## config.mk

```make
export PLATFORM = sky130hd
export DESIGN_NAME = adc_source_ref_ctrl
export DESIGN_NICKNAME = d
export VERILOG_FILES = /design/src/logic/adc_ctrl_pkg.sv /design/src/logic/adc_source_ref_ctrl.sv /design/src/logic/analog_pin_cell.sv /design/src/logic/conv_clock_div.sv
export SDC_FILE = /design/constraint.sdc
export NUM_CORES = 1
export LEC_CHECK = 0
export ABC_AREA = 1
export CELL_PAD_IN_SITES_DETAIL_PLACEMENT = 1
export CELL_PAD_IN_SITES_GLOBAL_PLACEMENT = 1
export CORE_ASPECT_RATIO = 1.2
export CORE_MARGIN = 8
export CORE_UTILIZATION = 25
export CTS_CLUSTER_SIZE = 8
export DETAILED_ROUTE_END_ITERATION = 10
export DONT_BUFFER_PORTS = 1
export PLACE_DENSITY_LB_ADDON = 0.1
export SETUP_SLACK_MARGIN = 0.1
export SLEW_MARGIN = 10
export SYNTH_ARGS = -nofsm -noshare
export SYNTH_HDL_FRONTEND = slang
export SYNTH_SLANG_ARGS = --single-unit
```

## constraint.sdc

```tcl
create_clock -name clk_in -period 1.3 [get_ports clk_in]
set_input_delay 0 -clock clk_in [delete_from_list [all_inputs] [get_ports clk_in]]
set_output_delay 0 -clock clk_in [all_outputs]
set_load 0.05 [all_outputs]
```

## src/logic/adc_ctrl_pkg.sv

```systemverilog
// adc_ctrl_pkg: register map, field positions, reset values, encodings and
// sequencing counts for the converter control block.
// assumes: 8-bit register port, one system clock, no other users of the map.
`default_nettype none

package adc_ctrl_pkg;

	// ----------------------------------------------------------------
	// bus shape
	// ----------------------------------------------------------------
	localparam int         ADDR_W        = 3;
	localparam int         DATA_W        = 8;
	localparam int         CHAN_N        = 16;
	localparam int         SRC_N         = 7;

	// ----------------------------------------------------------------
	// register offsets
	// ----------------------------------------------------------------
	localparam logic [2:0] CTRL0_OFS     = 3'h0;
	localparam logic [2:0] CTRL1_OFS     = 3'h1;
	localparam logic [2:0] CTRL2_OFS     = 3'h2;
	localparam logic [2:0] PINSEL_LO_OFS = 3'h3;
	localparam logic [2:0] PINSEL_HI_OFS = 3'h4;

	// ----------------------------------------------------------------
	// field positions
	// ----------------------------------------------------------------
	localparam int         CHAN_LSB      = 0;
	localparam int         POWER_BIT     = 5;
	localparam int         BUSY_BIT      = 6;
	localparam int         START_BIT     = 7;
	localparam int         DIV_LSB       = 0;
	localparam int         SRC_LSB       = 4;
	localparam int         GAIN_LSB      = 0;
	localparam int         REF_LSB       = 2;
	localparam int         GAIN_IN_BIT   = 4;
	localparam int         GAIN_EN_BIT   = 7;

	// ----------------------------------------------------------------
	// reset values
	// ----------------------------------------------------------------
	localparam logic [3:0] CHAN_RST      = 4'h0;
	localparam logic [3:0] SRC_RST       = 4'h0;
	localparam logic [2:0] DIV_RST       = 3'h0;
	localparam logic [1:0] REF_RST       = 2'h0;
	localparam logic [1:0] GAIN_RST      = 2'h0;
	localparam logic [7:0] PINSEL_RST    = 8'h00;

	// ----------------------------------------------------------------
	// encodings
	// ----------------------------------------------------------------
	localparam logic [1:0] REF_SUPPLY    = 2'h0;
	localparam logic [1:0] REF_PIN       = 2'h1;
	localparam logic [3:0] CHAN_LAST_12  = 4'hB;
	// one-hot positions of the internal source taps
	localparam int         SRC_SUPPLY    = 0;
	localparam int         SRC_HALF      = 1;
	localparam int         SRC_QUARTER   = 2;
	localparam int         SRC_AMP       = 3;
	localparam int         SRC_AMP_HALF  = 4;
	localparam int         SRC_AMP_QUART = 5;
	localparam int         SRC_GROUND    = 6;

	// ----------------------------------------------------------------
	// sequencing
	// ----------------------------------------------------------------
	localparam logic [3:0] SAMPLE_TICKS  = 4'h4;
	localparam logic [3:0] CONVERT_TICKS = 4'hC;

	typedef enum logic [3:0]
	{
		ST_IDLE    = 4'b0001,
		ST_ARMED   = 4'b0010,
		ST_SAMPLE  = 4'b0100,
		ST_CONVERT = 4'b1000
	} conv_state_t;

endpackage

`default_nettype wire

```

## src/logic/adc_source_ref_ctrl.sv

```systemverilog
// adc_source_ref_ctrl: control side of a single successive-approximation
// converter: source and reference routing, gain amplifier settings,
// conversion clock divider, start / busy / done sequencing.
// assumes: the analog mux, amplifier and core act on the routing levels;
// the register master follows the one-cycle strobe protocol.
//
// Behaviour
// - reference comes from supply, external pin, or amplified internal reference.
// - reference field 00 supply, 01 external pin, 1x amplified reference.
// - gain amplifier power follows its enable bit.
// - two-bit gain field selects gain 1, 1.667, 2.5 or 3.333.
// - amplifier input bit picks the reference pin or the bandgap voltage.
// - internal reference choice disconnects external reference pins automatically.
// - analog assignment of a pin disables its digital function.
// - analog assignment of a pin disconnects its pull-up.
// - analog assignment overrides the port direction setting.
// - source codes 0000, 0100, 11xx route an external channel by channel field.
// - other source codes route supply taps, amplified reference taps, or ground.
// - internal source selection disconnects every external channel.
// - twelve-channel variant floats on 11xx; sixteen-channel variant uses all codes.
// - start bit pulsed low-high-low by software initiates a conversion.
// - busy flag set once conversion initiated, cleared at completion.
// - completion raises the interrupt request; busy may be polled instead.
// - conversion clock is system clock divided by two to the select value.
// - conversion lasts 16 conversion clocks: 4 sampling then 12 converting.
// - power enable bit powers the converter on when high, off when low.
//
// The address map and strobed register access were decided locally.
`timescale 1ns/1ns
`default_nettype none

module adc_source_ref_ctrl
#(
	parameter bit twelve_chan_variant = 1'b0
)
(
	// clock and reset
	input  wire logic        clk_in,
	input  wire logic        resetn_in,
	// register port
	input  wire logic [2:0]  addr_in,
	input  wire logic [7:0]  wdata_in,
	input  wire logic        wr_in,
	input  wire logic        rd_in,
	output var  logic [7:0]  rdata_out,
	// shared pin controls
	input  wire logic [15:0] pullup_req_in,
	input  wire logic [15:0] port_oe_req_in,
	output var  logic [15:0] pin_pullup_out,
	output var  logic [15:0] pin_oe_out,
	output var  logic [15:0] pin_digital_en_out,
	output var  logic [15:0] chan_connect_out,
	// input source routing
	output var  logic [6:0]  internal_source_out,
	// reference and gain amplifier
	output var  logic [2:0]  ref_select_out,
	output var  logic        ext_ref_pin_connect_out,
	output var  logic        gain_amp_enable_out,
	output var  logic [1:0]  gain_select_out,
	output var  logic        gain_ref_pin_connect_out,
	output var  logic        gain_bandgap_connect_out,
	// converter core
	output var  logic        converter_power_out,
	output var  logic        converter_reset_out,
	output var  logic        sample_out,
	output var  logic        convert_out,
	output var  logic        conv_tick_out,
	output var  logic        busy_out,
	output var  logic        conv_done_out
);

	// ----------------------------------------------------------------
	// software-visible state
	// ----------------------------------------------------------------
	logic [3:0]  channel_select_q;
	logic        converter_power_enable_q;
	logic        start_q;
	logic [3:0]  input_source_select_q;
	logic [2:0]  conv_clock_divider_select_q;
	logic        gain_amp_enable_q;
	logic        gain_amp_input_select_q;
	logic [1:0]  reference_source_select_q;
	logic [1:0]  gain_select_q;
	logic [15:0] pin_function_select_q;

	// sequencing state
	adc_ctrl_pkg::conv_state_t state_q;
	adc_ctrl_pkg::conv_state_t state_d;
	logic [3:0]  tick_cnt_q;
	logic [3:0]  tick_cnt_d;

	// ----------------------------------------------------------------
	// address decode
	// ----------------------------------------------------------------
	logic        wr_ctrl0_w;
	logic        wr_ctrl1_w;
	logic        wr_ctrl2_w;
	logic        wr_pin_lo_w;
	logic        wr_pin_hi_w;
	logic        start_new_w;
	logic        start_rise_w;
	logic        start_fall_w;

	assign wr_ctrl0_w   = wr_in & (addr_in == adc_ctrl_pkg::CTRL0_OFS);
	assign wr_ctrl1_w   = wr_in & (addr_in == adc_ctrl_pkg::CTRL1_OFS);
	assign wr_ctrl2_w   = wr_in & (addr_in == adc_ctrl_pkg::CTRL2_OFS);
	assign wr_pin_lo_w  = wr_in & (addr_in == adc_ctrl_pkg::PINSEL_LO_OFS);
	assign wr_pin_hi_w  = wr_in & (addr_in == adc_ctrl_pkg::PINSEL_HI_OFS);

	// start edges are seen on the write that changes the stored bit
	assign start_new_w  = wdata_in[adc_ctrl_pkg::START_BIT];
	assign start_rise_w = wr_ctrl0_w & start_new_w & ~start_q;
	assign start_fall_w = wr_ctrl0_w & ~start_new_w & start_q;

	// ----------------------------------------------------------------
	// register writes
	// ----------------------------------------------------------------
	// control word 0: channel, power, start; busy is read-only
	always_ff @(posedge clk_in)
	begin
		if (!resetn_in)
		begin
			channel_select_q         <= adc_ctrl_pkg::CHAN_RST;
			converter_power_enable_q <= 1'b0;
			start_q                  <= 1'b0;
		end
		else if (wr_ctrl0_w)
		begin
			channel_select_q         <= wdata_in[adc_ctrl_pkg::CHAN_LSB +: 4];
			converter_power_enable_q <= wdata_in[adc_ctrl_pkg::POWER_BIT];
			start_q                  <= start_new_w;
		end
	end

	// control word 1: input source and divider select
	always_ff @(posedge clk_in)
	begin
		if (!resetn_in)
		begin
			input_source_select_q       <= adc_ctrl_pkg::SRC_RST;
			conv_clock_divider_select_q <= adc_ctrl_pkg::DIV_RST;
		end
		else if (wr_ctrl1_w)
		begin
			input_source_select_q       <= wdata_in[adc_ctrl_pkg::SRC_LSB +: 4];
			conv_clock_divider_select_q <= wdata_in[adc_ctrl_pkg::DIV_LSB +: 3];
		end
	end

	// control word 2: reference and gain amplifier
	always_ff @(posedge clk_in)
	begin
		if (!resetn_in)
		begin
			gain_amp_enable_q         <= 1'b0;
			gain_amp_input_select_q   <= 1'b0;
			reference_source_select_q <= adc_ctrl_pkg::REF_RST;
			gain_select_q             <= adc_ctrl_pkg::GAIN_RST;
		end
		else if (wr_ctrl2_w)
		begin
			gain_amp_enable_q         <= wdata_in[adc_ctrl_pkg::GAIN_EN_BIT];
			gain_amp_input_select_q   <= wdata_in[adc_ctrl_pkg::GAIN_IN_BIT];
			reference_source_select_q <= wdata_in[adc_ctrl_pkg::REF_LSB +: 2];
			gain_select_q             <= wdata_in[adc_ctrl_pkg::GAIN_LSB +: 2];
		end
	end

	// pin function select, one bit per shared pin, two bytes
	always_ff @(posedge clk_in)
	begin
		if (!resetn_in)
			pin_function_select_q <= {adc_ctrl_pkg::PINSEL_RST, adc_ctrl_pkg::PINSEL_RST};
		else if (wr_pin_lo_w)
			pin_function_select_q[7:0] <= wdata_in;
		else if (wr_pin_hi_w)
			pin_function_select_q[15:8] <= wdata_in;
	end

	// ----------------------------------------------------------------
	// read path
	// ----------------------------------------------------------------
	logic [7:0] ctrl0_rd_w;
	logic [7:0] ctrl1_rd_w;
	logic [7:0] ctrl2_rd_w;
	logic [7:0] rd_mux_w;

	// unused bits and unmapped offsets read as zero
	assign ctrl0_rd_w = {start_q, busy_out, converter_power_enable_q, 1'b0, channel_select_q};
	assign ctrl1_rd_w = {input_source_select_q, 1'b0, conv_clock_divider_select_q};
	assign ctrl2_rd_w = {gain_amp_enable_q, 2'b00, gain_amp_input_select_q,
		reference_source_select_q, gain_select_q};
	assign rd_mux_w   =
		(addr_in == adc_ctrl_pkg::CTRL0_OFS)     ? ctrl0_rd_w :
		(addr_in == adc_ctrl_pkg::CTRL1_OFS)     ? ctrl1_rd_w :
		(addr_in == adc_ctrl_pkg::CTRL2_OFS)     ? ctrl2_rd_w :
		(addr_in == adc_ctrl_pkg::PINSEL_LO_OFS) ? pin_function_select_q[7:0] :
		(addr_in == adc_ctrl_pkg::PINSEL_HI_OFS) ? pin_function_select_q[15:8] :
		8'h00;

	// read data stand for exactly the cycle after the strobe
	always_ff @(posedge clk_in)
	begin
		if (!resetn_in)
			rdata_out <= 8'h00;
		else
			rdata_out <= rd_in ? rd_mux_w : 8'h00;
	end

	// ----------------------------------------------------------------
	// source and channel decode
	// ----------------------------------------------------------------
	logic       src_external_w;
	logic [6:0] src_internal_w;
	logic       chan_in_range_w;

	assign src_external_w = (input_source_select_q == 4'h0) |
		(input_source_select_q == 4'h4) |
		(input_source_select_q[3:2] == 2'b11);
	assign src_internal_w[adc_ctrl_pkg::SRC_SUPPLY]    = (input_source_select_q == 4'h1);
	assign src_internal_w[adc_ctrl_pkg::SRC_HALF]      = (input_source_select_q == 4'h2);
	assign src_internal_w[adc_ctrl_pkg::SRC_QUARTER]   = (input_source_select_q == 4'h3);
	assign src_internal_w[adc_ctrl_pkg::SRC_AMP]       = (input_source_select_q == 4'h5);
	assign src_internal_w[adc_ctrl_pkg::SRC_AMP_HALF]  = (input_source_select_q == 4'h6);
	assign src_internal_w[adc_ctrl_pkg::SRC_AMP_QUART] = (input_source_select_q == 4'h7);
	assign src_internal_w[adc_ctrl_pkg::SRC_GROUND]    = (input_source_select_q[3:2] == 2'b10);

	// the smaller variant leaves the input floating above channel 11
	assign chan_in_range_w = !twelve_chan_variant ||
		(channel_select_q <= adc_ctrl_pkg::CHAN_LAST_12);

	// ----------------------------------------------------------------
	// shared pins
	// ----------------------------------------------------------------
	// one cell per pin; a hit needs an external source, so internal taps
	// never meet a pin even if the channel field still points at one
	genvar pin_i;
	generate
		for (pin_i = 0; pin_i < adc_ctrl_pkg::CHAN_N; pin_i++)
		begin : g_pin
			logic hit_w;
			assign hit_w = src_external_w & chan_in_range_w &
				(channel_select_q == 4'(pin_i));
			analog_pin_cell u_cell
			(
				.clk_in           (clk_in),
				.resetn_in        (resetn_in),
				.analog_sel_in    (pin_function_select_q[pin_i]),
				.channel_hit_in   (hit_w),
				.pullup_req_in    (pullup_req_in[pin_i]),
				.port_oe_req_in   (port_oe_req_in[pin_i]),
				.pullup_out       (pin_pullup_out[pin_i]),
				.pin_oe_out       (pin_oe_out[pin_i]),
				.digital_en_out   (pin_digital_en_out[pin_i]),
				.chan_connect_out (chan_connect_out[pin_i])
			);
		end
	endgenerate

	// ----------------------------------------------------------------
	// analog routing outputs
	// ----------------------------------------------------------------
	logic       ref_supply_w;
	logic       ref_pin_w;
	logic       ref_amp_w;

	assign ref_supply_w = (reference_source_select_q == adc_ctrl_pkg::REF_SUPPLY);
	assign ref_pin_w    = (reference_source_select_q == adc_ctrl_pkg::REF_PIN);
	assign ref_amp_w    = reference_source_select_q[1];

	// all routing is registered so the analog switches see clean levels
	always_ff @(posedge clk_in)
	begin
		if (!resetn_in)
		begin
			internal_source_out      <= 7'h00;
			ref_select_out           <= 3'h1;
			ext_ref_pin_connect_out  <= 1'b0;
			gain_amp_enable_out      <= 1'b0;
			gain_select_out          <= adc_ctrl_pkg::GAIN_RST;
			gain_ref_pin_connect_out <= 1'b0;
			gain_bandgap_connect_out <= 1'b0;
			converter_power_out      <= 1'b0;
		end
		else
		begin
			internal_source_out      <= src_internal_w;
			ref_select_out           <= {ref_amp_w, ref_pin_w, ref_supply_w};
			ext_ref_pin_connect_out  <= ref_pin_w;
			gain_amp_enable_out      <= gain_amp_enable_q;
			gain_select_out          <= gain_select_q;
			gain_ref_pin_connect_out <= gain_amp_enable_q & ~gain_amp_input_select_q;
			gain_bandgap_connect_out <= gain_amp_enable_q & gain_amp_input_select_q;
			converter_power_out      <= converter_power_enable_q;
		end
	end

	// ----------------------------------------------------------------
	// conversion clock
	// ----------------------------------------------------------------
	logic begin_sample_w;

	assign begin_sample_w = (state_q == adc_ctrl_pkg::ST_ARMED) & start_fall_w &
		converter_power_enable_q;

	conv_clock_div u_div
	(
		.clk_in        (clk_in),
		.resetn_in     (resetn_in),
		.restart_in    (begin_sample_w),
		.div_select_in (conv_clock_divider_select_q),
		.tick_out      (conv_tick_out)
	);

	// ----------------------------------------------------------------
	// conversion sequencer
	// ----------------------------------------------------------------
	logic sample_end_w;
	logic convert_end_w;

	assign sample_end_w  = conv_tick_out & (tick_cnt_q == adc_ctrl_pkg::SAMPLE_TICKS - 4'h1);
	assign convert_end_w = conv_tick_out & (tick_cnt_q == adc_ctrl_pkg::CONVERT_TICKS - 4'h1);

	// power-off aborts at once; a start rise re-arms whenever powered, even mid-run
	always_comb
	begin
		state_d = state_q;
		if (!converter_power_enable_q)
			state_d = adc_ctrl_pkg::ST_IDLE;
		else if (start_rise_w)
			state_d = adc_ctrl_pkg::ST_ARMED;
		else
		begin
			case (state_q)
				adc_ctrl_pkg::ST_IDLE:
					state_d = adc_ctrl_pkg::ST_IDLE;
				adc_ctrl_pkg::ST_ARMED:
					if (start_fall_w)
						state_d = adc_ctrl_pkg::ST_SAMPLE;
				adc_ctrl_pkg::ST_SAMPLE:
					if (sample_end_w)
						state_d = adc_ctrl_pkg::ST_CONVERT;
				adc_ctrl_pkg::ST_CONVERT:
					if (convert_end_w)
						state_d = adc_ctrl_pkg::ST_IDLE;
				default:
					state_d = adc_ctrl_pkg::ST_IDLE;
			endcase
		end
	end

	// tick counter restarts at each phase boundary
	assign tick_cnt_d =
		(state_d != state_q)                                      ? 4'h0 :
		(conv_tick_out && (state_q == adc_ctrl_pkg::ST_SAMPLE ||
			state_q == adc_ctrl_pkg::ST_CONVERT))                  ? tick_cnt_q + 4'h1 :
		tick_cnt_q;

	always_ff @(posedge clk_in)
	begin
		if (!resetn_in)
		begin
			state_q    <= adc_ctrl_pkg::ST_IDLE;
			tick_cnt_q <= 4'h0;
		end
		else
		begin
			state_q    <= state_d;
			tick_cnt_q <= tick_cnt_d;
		end
	end

	// ----------------------------------------------------------------
	// core handshake and status
	// ----------------------------------------------------------------
	logic finish_w;

	// only a full run counts as done; aborts end busy silently
	assign finish_w = (state_q == adc_ctrl_pkg::ST_CONVERT) & (state_d == adc_ctrl_pkg::ST_IDLE) &
		convert_end_w;

	always_ff @(posedge clk_in)
	begin
		if (!resetn_in)
		begin
			converter_reset_out <= 1'b0;
			sample_out          <= 1'b0;
			convert_out         <= 1'b0;
			busy_out            <= 1'b0;
			conv_done_out       <= 1'b0;
		end
		else
		begin
			converter_reset_out <= (state_d == adc_ctrl_pkg::ST_ARMED);
			sample_out          <= (state_d == adc_ctrl_pkg::ST_SAMPLE);
			convert_out         <= (state_d == adc_ctrl_pkg::ST_CONVERT);
			busy_out            <= (state_d == adc_ctrl_pkg::ST_SAMPLE) |
				(state_d == adc_ctrl_pkg::ST_CONVERT);
			conv_done_out       <= finish_w;
		end
	end

endmodule // adc_source_ref_ctrl

`default_nettype wire

```

## src/logic/analog_pin_cell.sv

```systemverilog
// analog_pin_cell: digital side of one pin shared with an analog channel.
// assumes: port logic outside supplies its pull-up and direction requests.
`timescale 1ns/1ns
`default_nettype none

module analog_pin_cell
(
	// clock and reset
	input  wire logic clk_in,
	input  wire logic resetn_in,
	// selection
	input  wire logic analog_sel_in,
	input  wire logic channel_hit_in,
	// requests from port logic
	input  wire logic pullup_req_in,
	input  wire logic port_oe_req_in,
	// pin controls
	output var  logic pullup_out,
	output var  logic pin_oe_out,
	output var  logic digital_en_out,
	output var  logic chan_connect_out
);

	// analog function wins over every digital setting of the pin
	always_ff @(posedge clk_in)
	begin
		if (!resetn_in)
		begin
			pullup_out       <= 1'b0;
			pin_oe_out       <= 1'b0;
			digital_en_out   <= 1'b1;
			chan_connect_out <= 1'b0;
		end
		else
		begin
			digital_en_out   <= ~analog_sel_in;
			pullup_out       <= pullup_req_in & ~analog_sel_in;
			pin_oe_out       <= port_oe_req_in & ~analog_sel_in;
			chan_connect_out <= channel_hit_in & analog_sel_in;
		end
	end

endmodule // analog_pin_cell

`default_nettype wire

```

## src/logic/conv_clock_div.sv

```systemverilog
// conv_clock_div: power-of-two divider making the conversion clock tick.
// assumes: restart_in pulses when a conversion begins so phases align.
`timescale 1ns/1ns
`default_nettype none

module conv_clock_div
(
	// clock and reset
	input  wire logic       clk_in,
	input  wire logic       resetn_in,
	// control
	input  wire logic       restart_in,
	input  wire logic [2:0] div_select_in,
	// tick
	output var  logic       tick_out
);

	logic [6:0] cnt_q;
	logic [6:0] cnt_d;
	logic [7:0] span_w;
	logic [7:0] mask_w;
	logic       wrap_w;

	// ------------------------------------------------------------
	// terminal count
	// ------------------------------------------------------------
	// select 0 wraps every cycle, 7 every 128 cycles
	assign span_w = 8'(8'h01 << div_select_in);
	assign mask_w = span_w - 8'h01;
	assign wrap_w = (cnt_q == mask_w[6:0]);
	assign cnt_d  = restart_in ? 7'h00 : (wrap_w ? 7'h00 : cnt_q + 7'h01);

	// counter and registered tick; a restart suppresses a stale tick
	always_ff @(posedge clk_in)
	begin
		if (!resetn_in)
		begin
			cnt_q    <= 7'h00;
			tick_out <= 1'b0;
		end
		else
		begin
			cnt_q    <= cnt_d;
			tick_out <= wrap_w & ~restart_in;
		end
	end

endmodule // conv_clock_div

`default_nettype wire

```

==> out/metrics.sh <==
RESULT_OF_THE_RUN='finished, violations left'
VIOLATIONS='negative hold slack, negative setup slack'
YOSYS-MUX-AREA-FRACTION_PCT=0.2046
FIRST_GLOBAL_VIAS=4939
R2R-END='tick_cnt_q[1]$_SDFFE_PP0P_'
CLOCK_SINKS=144
CTSLONGESTPATHBUFFERS=2
GRT_SETUP_UNREPAIRED='true'
EFFECTIVE_UTILIZATION_AT_FLOORPLAN_PCT=25.44
FINAL.MIN_CLOCK_PERIOD_NS=1.390
DIE-AREA_UM2=27030
WORSTSETUPPATHTYPE='flip-flop to flip-flop'
LAYOUT_COMMONEST_CELL='dfxtp_1'
MAIN_COMBINATIONAL_CELL_FAMILY_BY_AREA_AFTER_SYNTHESIS='simple AND/OR/NAND/NOR gates'
WORST_PATH_MAX_DELAY_CELL='dfxtp_2'
SYNTHTOLAYOUTAREAGROWTH_PCT=39.86
CPLARGESTDELAYFAMILY='simple AND/OR/NAND/NOR gates'
IO_PINS=142
HOLD-WORST-SLACK_NS=-0.3479
WORST_CLOCK_SKEW_NS=0.007511
WORST_PATH_REQUIRED_NS=1.66
HOLD_VIO_CNT_FINAL=78
SYNTH_SIMPLE_GATE_AREA_SHARE_PCT=19.15
NUMCTSBUFFERS=17
WORST_PIN_SLEW_NS=0.5431
SYNTH_CELLS=670
PEAKVDDDROP_mV=0.8338
POST_SYNTH_INSTANCE_AREA_UM2=5503
REG2REG_FROM='tick_cnt_q[1]$_SDFFE_PP0P_'
WORSTSETUPENDPOINTTYPE='flip-flop'
FINISH.INSTANCE_AREA_UM2=7696
DETAIL_ROUTE.FIRST_PASS.ITERATIONS=4
PLACEDCELLCOUNT=920
SYNTH_CELL_TYPES=34
WORSTSETUPPATHDEPTH=11
CRITICAL_PATH_BUF_INV_COUNT=0
INSERTION_DELAY_OF_THE_LATER_CLOCKED_PIN_IN_THE_WORST_SKEW_PAIR_NS=0.42
MOST-COMMON-LAYOUT-CELLS='127 x dfxtp_1, 95 x dlygate4sd3_1, 88 x inv_1'
REMAINING_DRC_ERRORS=0
SYNTH_SEQUENTIAL_AREA_RATIO_PCT=52.39
ANTENNA_LEFT=0
ANTENNA_FOUND_INITIAL=0
POST_DRT_VIA_CELL_RATIO=4.373
DIEWIDTH_UM=151.4
STDCELL_COUNT=1065
TRITONCTS_CLOCK_TREE='yes'
DETAIL_ROUTE.ITER0.VIOLATIONS=139
REG2REG_SLACK_NS=-0.09
N_ANTENNA_CELL=0
POST_ROUTE_CELLS_DRIVE_ABOVE_1_SHARE_PCT=24.02
SYNTH_ENABLE_FLOP_CELLS=0
ASYNC_RESET_FF_SHARE_PCT=0
CTS.ROOT.BUFFER_CELL='clkbuf_16'
SYN-MEAN-INSTANCE-AREA_UM2=8.213
WL_UM=18920
GP_ROUTABILITY_CONGESTION=0.7797
MIN-DELAY-PATH-CLASS='input port to flip-flop'
SYNTHADDERAREAFRAC_PCT=0.4548
WORST-PATH-MAX-FANOUT=4
TIMING.MAX_CAP.VIOLATIONS=0
SYNTH_FF_TYPE='dfxtp_1'
WORST_HOLD_PATH.NUM_CELLS=1
GR_USAGE_TOTAL_PCT=13.91
YOSYSWARNINGCOUNT=0
CTS.CLK_SLEW.WORST_PATHS_NS=0.06
POWER.STATIC_LEAKAGE_nW=3.207
FMAX_GHz=0.7192
PLACE.PORT_BUFFERS=0
POSTSYNTHREGISTERBITS=144
SYNTH_XOR_AREA_SHARE_PCT=1.273
PLACEMENTROWS=59
FINALCOREUTILIZATION_PCT=35.58
VIAS=4657
LAYOUT_WORST_PATH_CYCLE_SHARE_PCT=107.0
CP_SLOWEST_STAGE_DELAY_NS=0.35
CTS_MAX_LEVEL=4
COMPOUND_GATE_FRACTION_OF_SYNTH_AREA_PCT=9.868
DIE_H_UM=178.5
SYNTH_NETS=719
WORSTHOLDSTART='resetn_in'
GRT_PASS1_WL_UM=27880
WORST_CASE_SETUP_MARGIN_IN_THE_FINAL_LAYOUT_NS=-0.09036
WORSTPATHARRIVAL_NS=1.75
CP_CELL_SEQUENCE='ha_4 -> nand3_2 -> nor2_1 -> nand2_1 -> nand3_2 -> nand2_2 -> nand2_2 -> nand3_2 -> nor2_2 -> nand2_2 -> nor2_1'
WORST-R2R-CELL-COUNT=11
CORE_AREA_UM2=21630
GRT_START_MAX_NET_PINS=86
SETUP.WORST_PATH.START_CLASS='flip-flop'
NNETSFINAL=827
P_PER_AREA_nW_PER_UM2=1347
POST_DP_CELL_AREA_UM2=5746
OVERFLOW=0
SLEW_VIOL_FINAL=0
WL_PER_CELL_UM=17.76
FINALSETUPVIOLATIONS=5
WORSTHOLDENDPOINT='state_q[0]$_SDFF_PN1_'
MAX_SLEW_MARGIN_PCT=63.75
PLACE_HPWL_UM=13280
-- kinds of logic after synthesis --
| logic type | Yosys count |
|---|---|
| compound gates | 99 |
| xor+xnor | 8 |
| flops | 144 |
| fa+ha+maj | 2 |
| mux | 1 |
| simple gates | 238 |
| buf+inv | 178 |
-- cell type report --
| class | instances | area, um2 |
|---|---|---|
| Fill cell | 2527 | 13930 |
| Sequential cell | 144 | 2917 |
| Multi-Input combinational cell | 348 | 1963 |
| Timing Repair Buffer | 169 | 1538 |
| Clock buffer | 19 | 432.9 |
| Inverter | 98 | 367.9 |
| Tap cell | 274 | 342.8 |
| Clock inverter | 13 | 135.1 |
-- per-layer routing --
layer  GRT usage [%]  wire length (um)  vias to the layer above
li1                -                 -                     2275
met1           14.31              7075                     2251
met2           25.65             10230                      113
met3           4.543              1329                       18
met4           4.915               282                        0
met5               0                 0                        -
-- metrics by stage --
step                setup TNS, ns  power, mW  setup slack, ns
CTS                       -0.3977      10.50         -0.08909
detailed placement         -3.390      5.438          -0.2355
global placement           -2.685      5.423          -0.2571
global route               -1.228      10.81          -0.2170
finish                    -0.3344      10.37         -0.09036
floorplan                       0      5.366          0.04063
-- timing repair --
item	CTS	global route
setup endpoints to repair	35	57
hold buffers	91	8
hold endpoints to repair	140	98
buffers inserted	7	8
resized for setup	48	38
pin swaps	9	10
-- synth_stat cells, types with 6 or more instances --
cell	count	area share, %
dfxtp_1	144	52
nand3_1	22	2.0
nor3_1	17	1.5
o21ai_0	34	3.1
xor2_1	6	0.95
nand2_1	91	6.2
inv_1	96	6.5
nor2_1	81	5.5
nand4_1	9	1.0
buf_4	65	8.9
clkbuf_1	7	0.48
o22ai_1	9	1.0
a21oi_1	43	3.9
-- power breakdown --
part / total, mW / internal, mW / switching (mW)
sequential: 4.91 / 4.54 / 0.370
clock: 4.77 / 2.82 / 1.94
combinational: 0.691 / 0.346 / 0.345
-- state kept, by name (all words and copies together), names as in the netlist, 3 cells and up --
register                       cells
state_q                            4
g_pin.u_cell.pullup_out           16
ref_select_out                     3
channel_select_q                   4
internal_source_out                7
rdata_out                          8
g_pin.u_cell.digital_en_out       16
pin_function_select_q             16
g_pin.u_cell.chan_connect_out     16
tick_cnt_q                         4
u_div.cnt_q                        7
g_pin.u_cell.pin_oe_out           16
conv_clock_divider_select_q        3
input_source_select_q              4
-- worst max-delay path by stage --
stage / startpoint / to / slack, ns
global placement: input_source_select_q[1]$_SDFFE_PN0P_ / g_pin[14].u_cell.chan_connect_out$_SDFF_PN0_ / -0.26
global route: tick_cnt_q[0]$_SDFFE_PP0P_ / tick_cnt_q[2]$_SDFFE_PP0P_ / -0.22
CTS: tick_cnt_q[0]$_SDFFE_PP0P_ / tick_cnt_q[3]$_SDFFE_PP0P_ / -0.09
floorplan: tick_cnt_q[0]$_SDFFE_PP0P_ / tick_cnt_q[0]$_SDFFE_PP0P_ / 0.04
detailed placement: input_source_select_q[1]$_SDFFE_PN0P_ / g_pin[15].u_cell.chan_connect_out$_SDFF_PN0_ / -0.24
finish: tick_cnt_q[1]$_SDFFE_PP0P_ / tick_cnt_q[1]$_SDFFE_PP0P_ / -0.09
No activity file was read; power rests on OpenSTA's default activity.
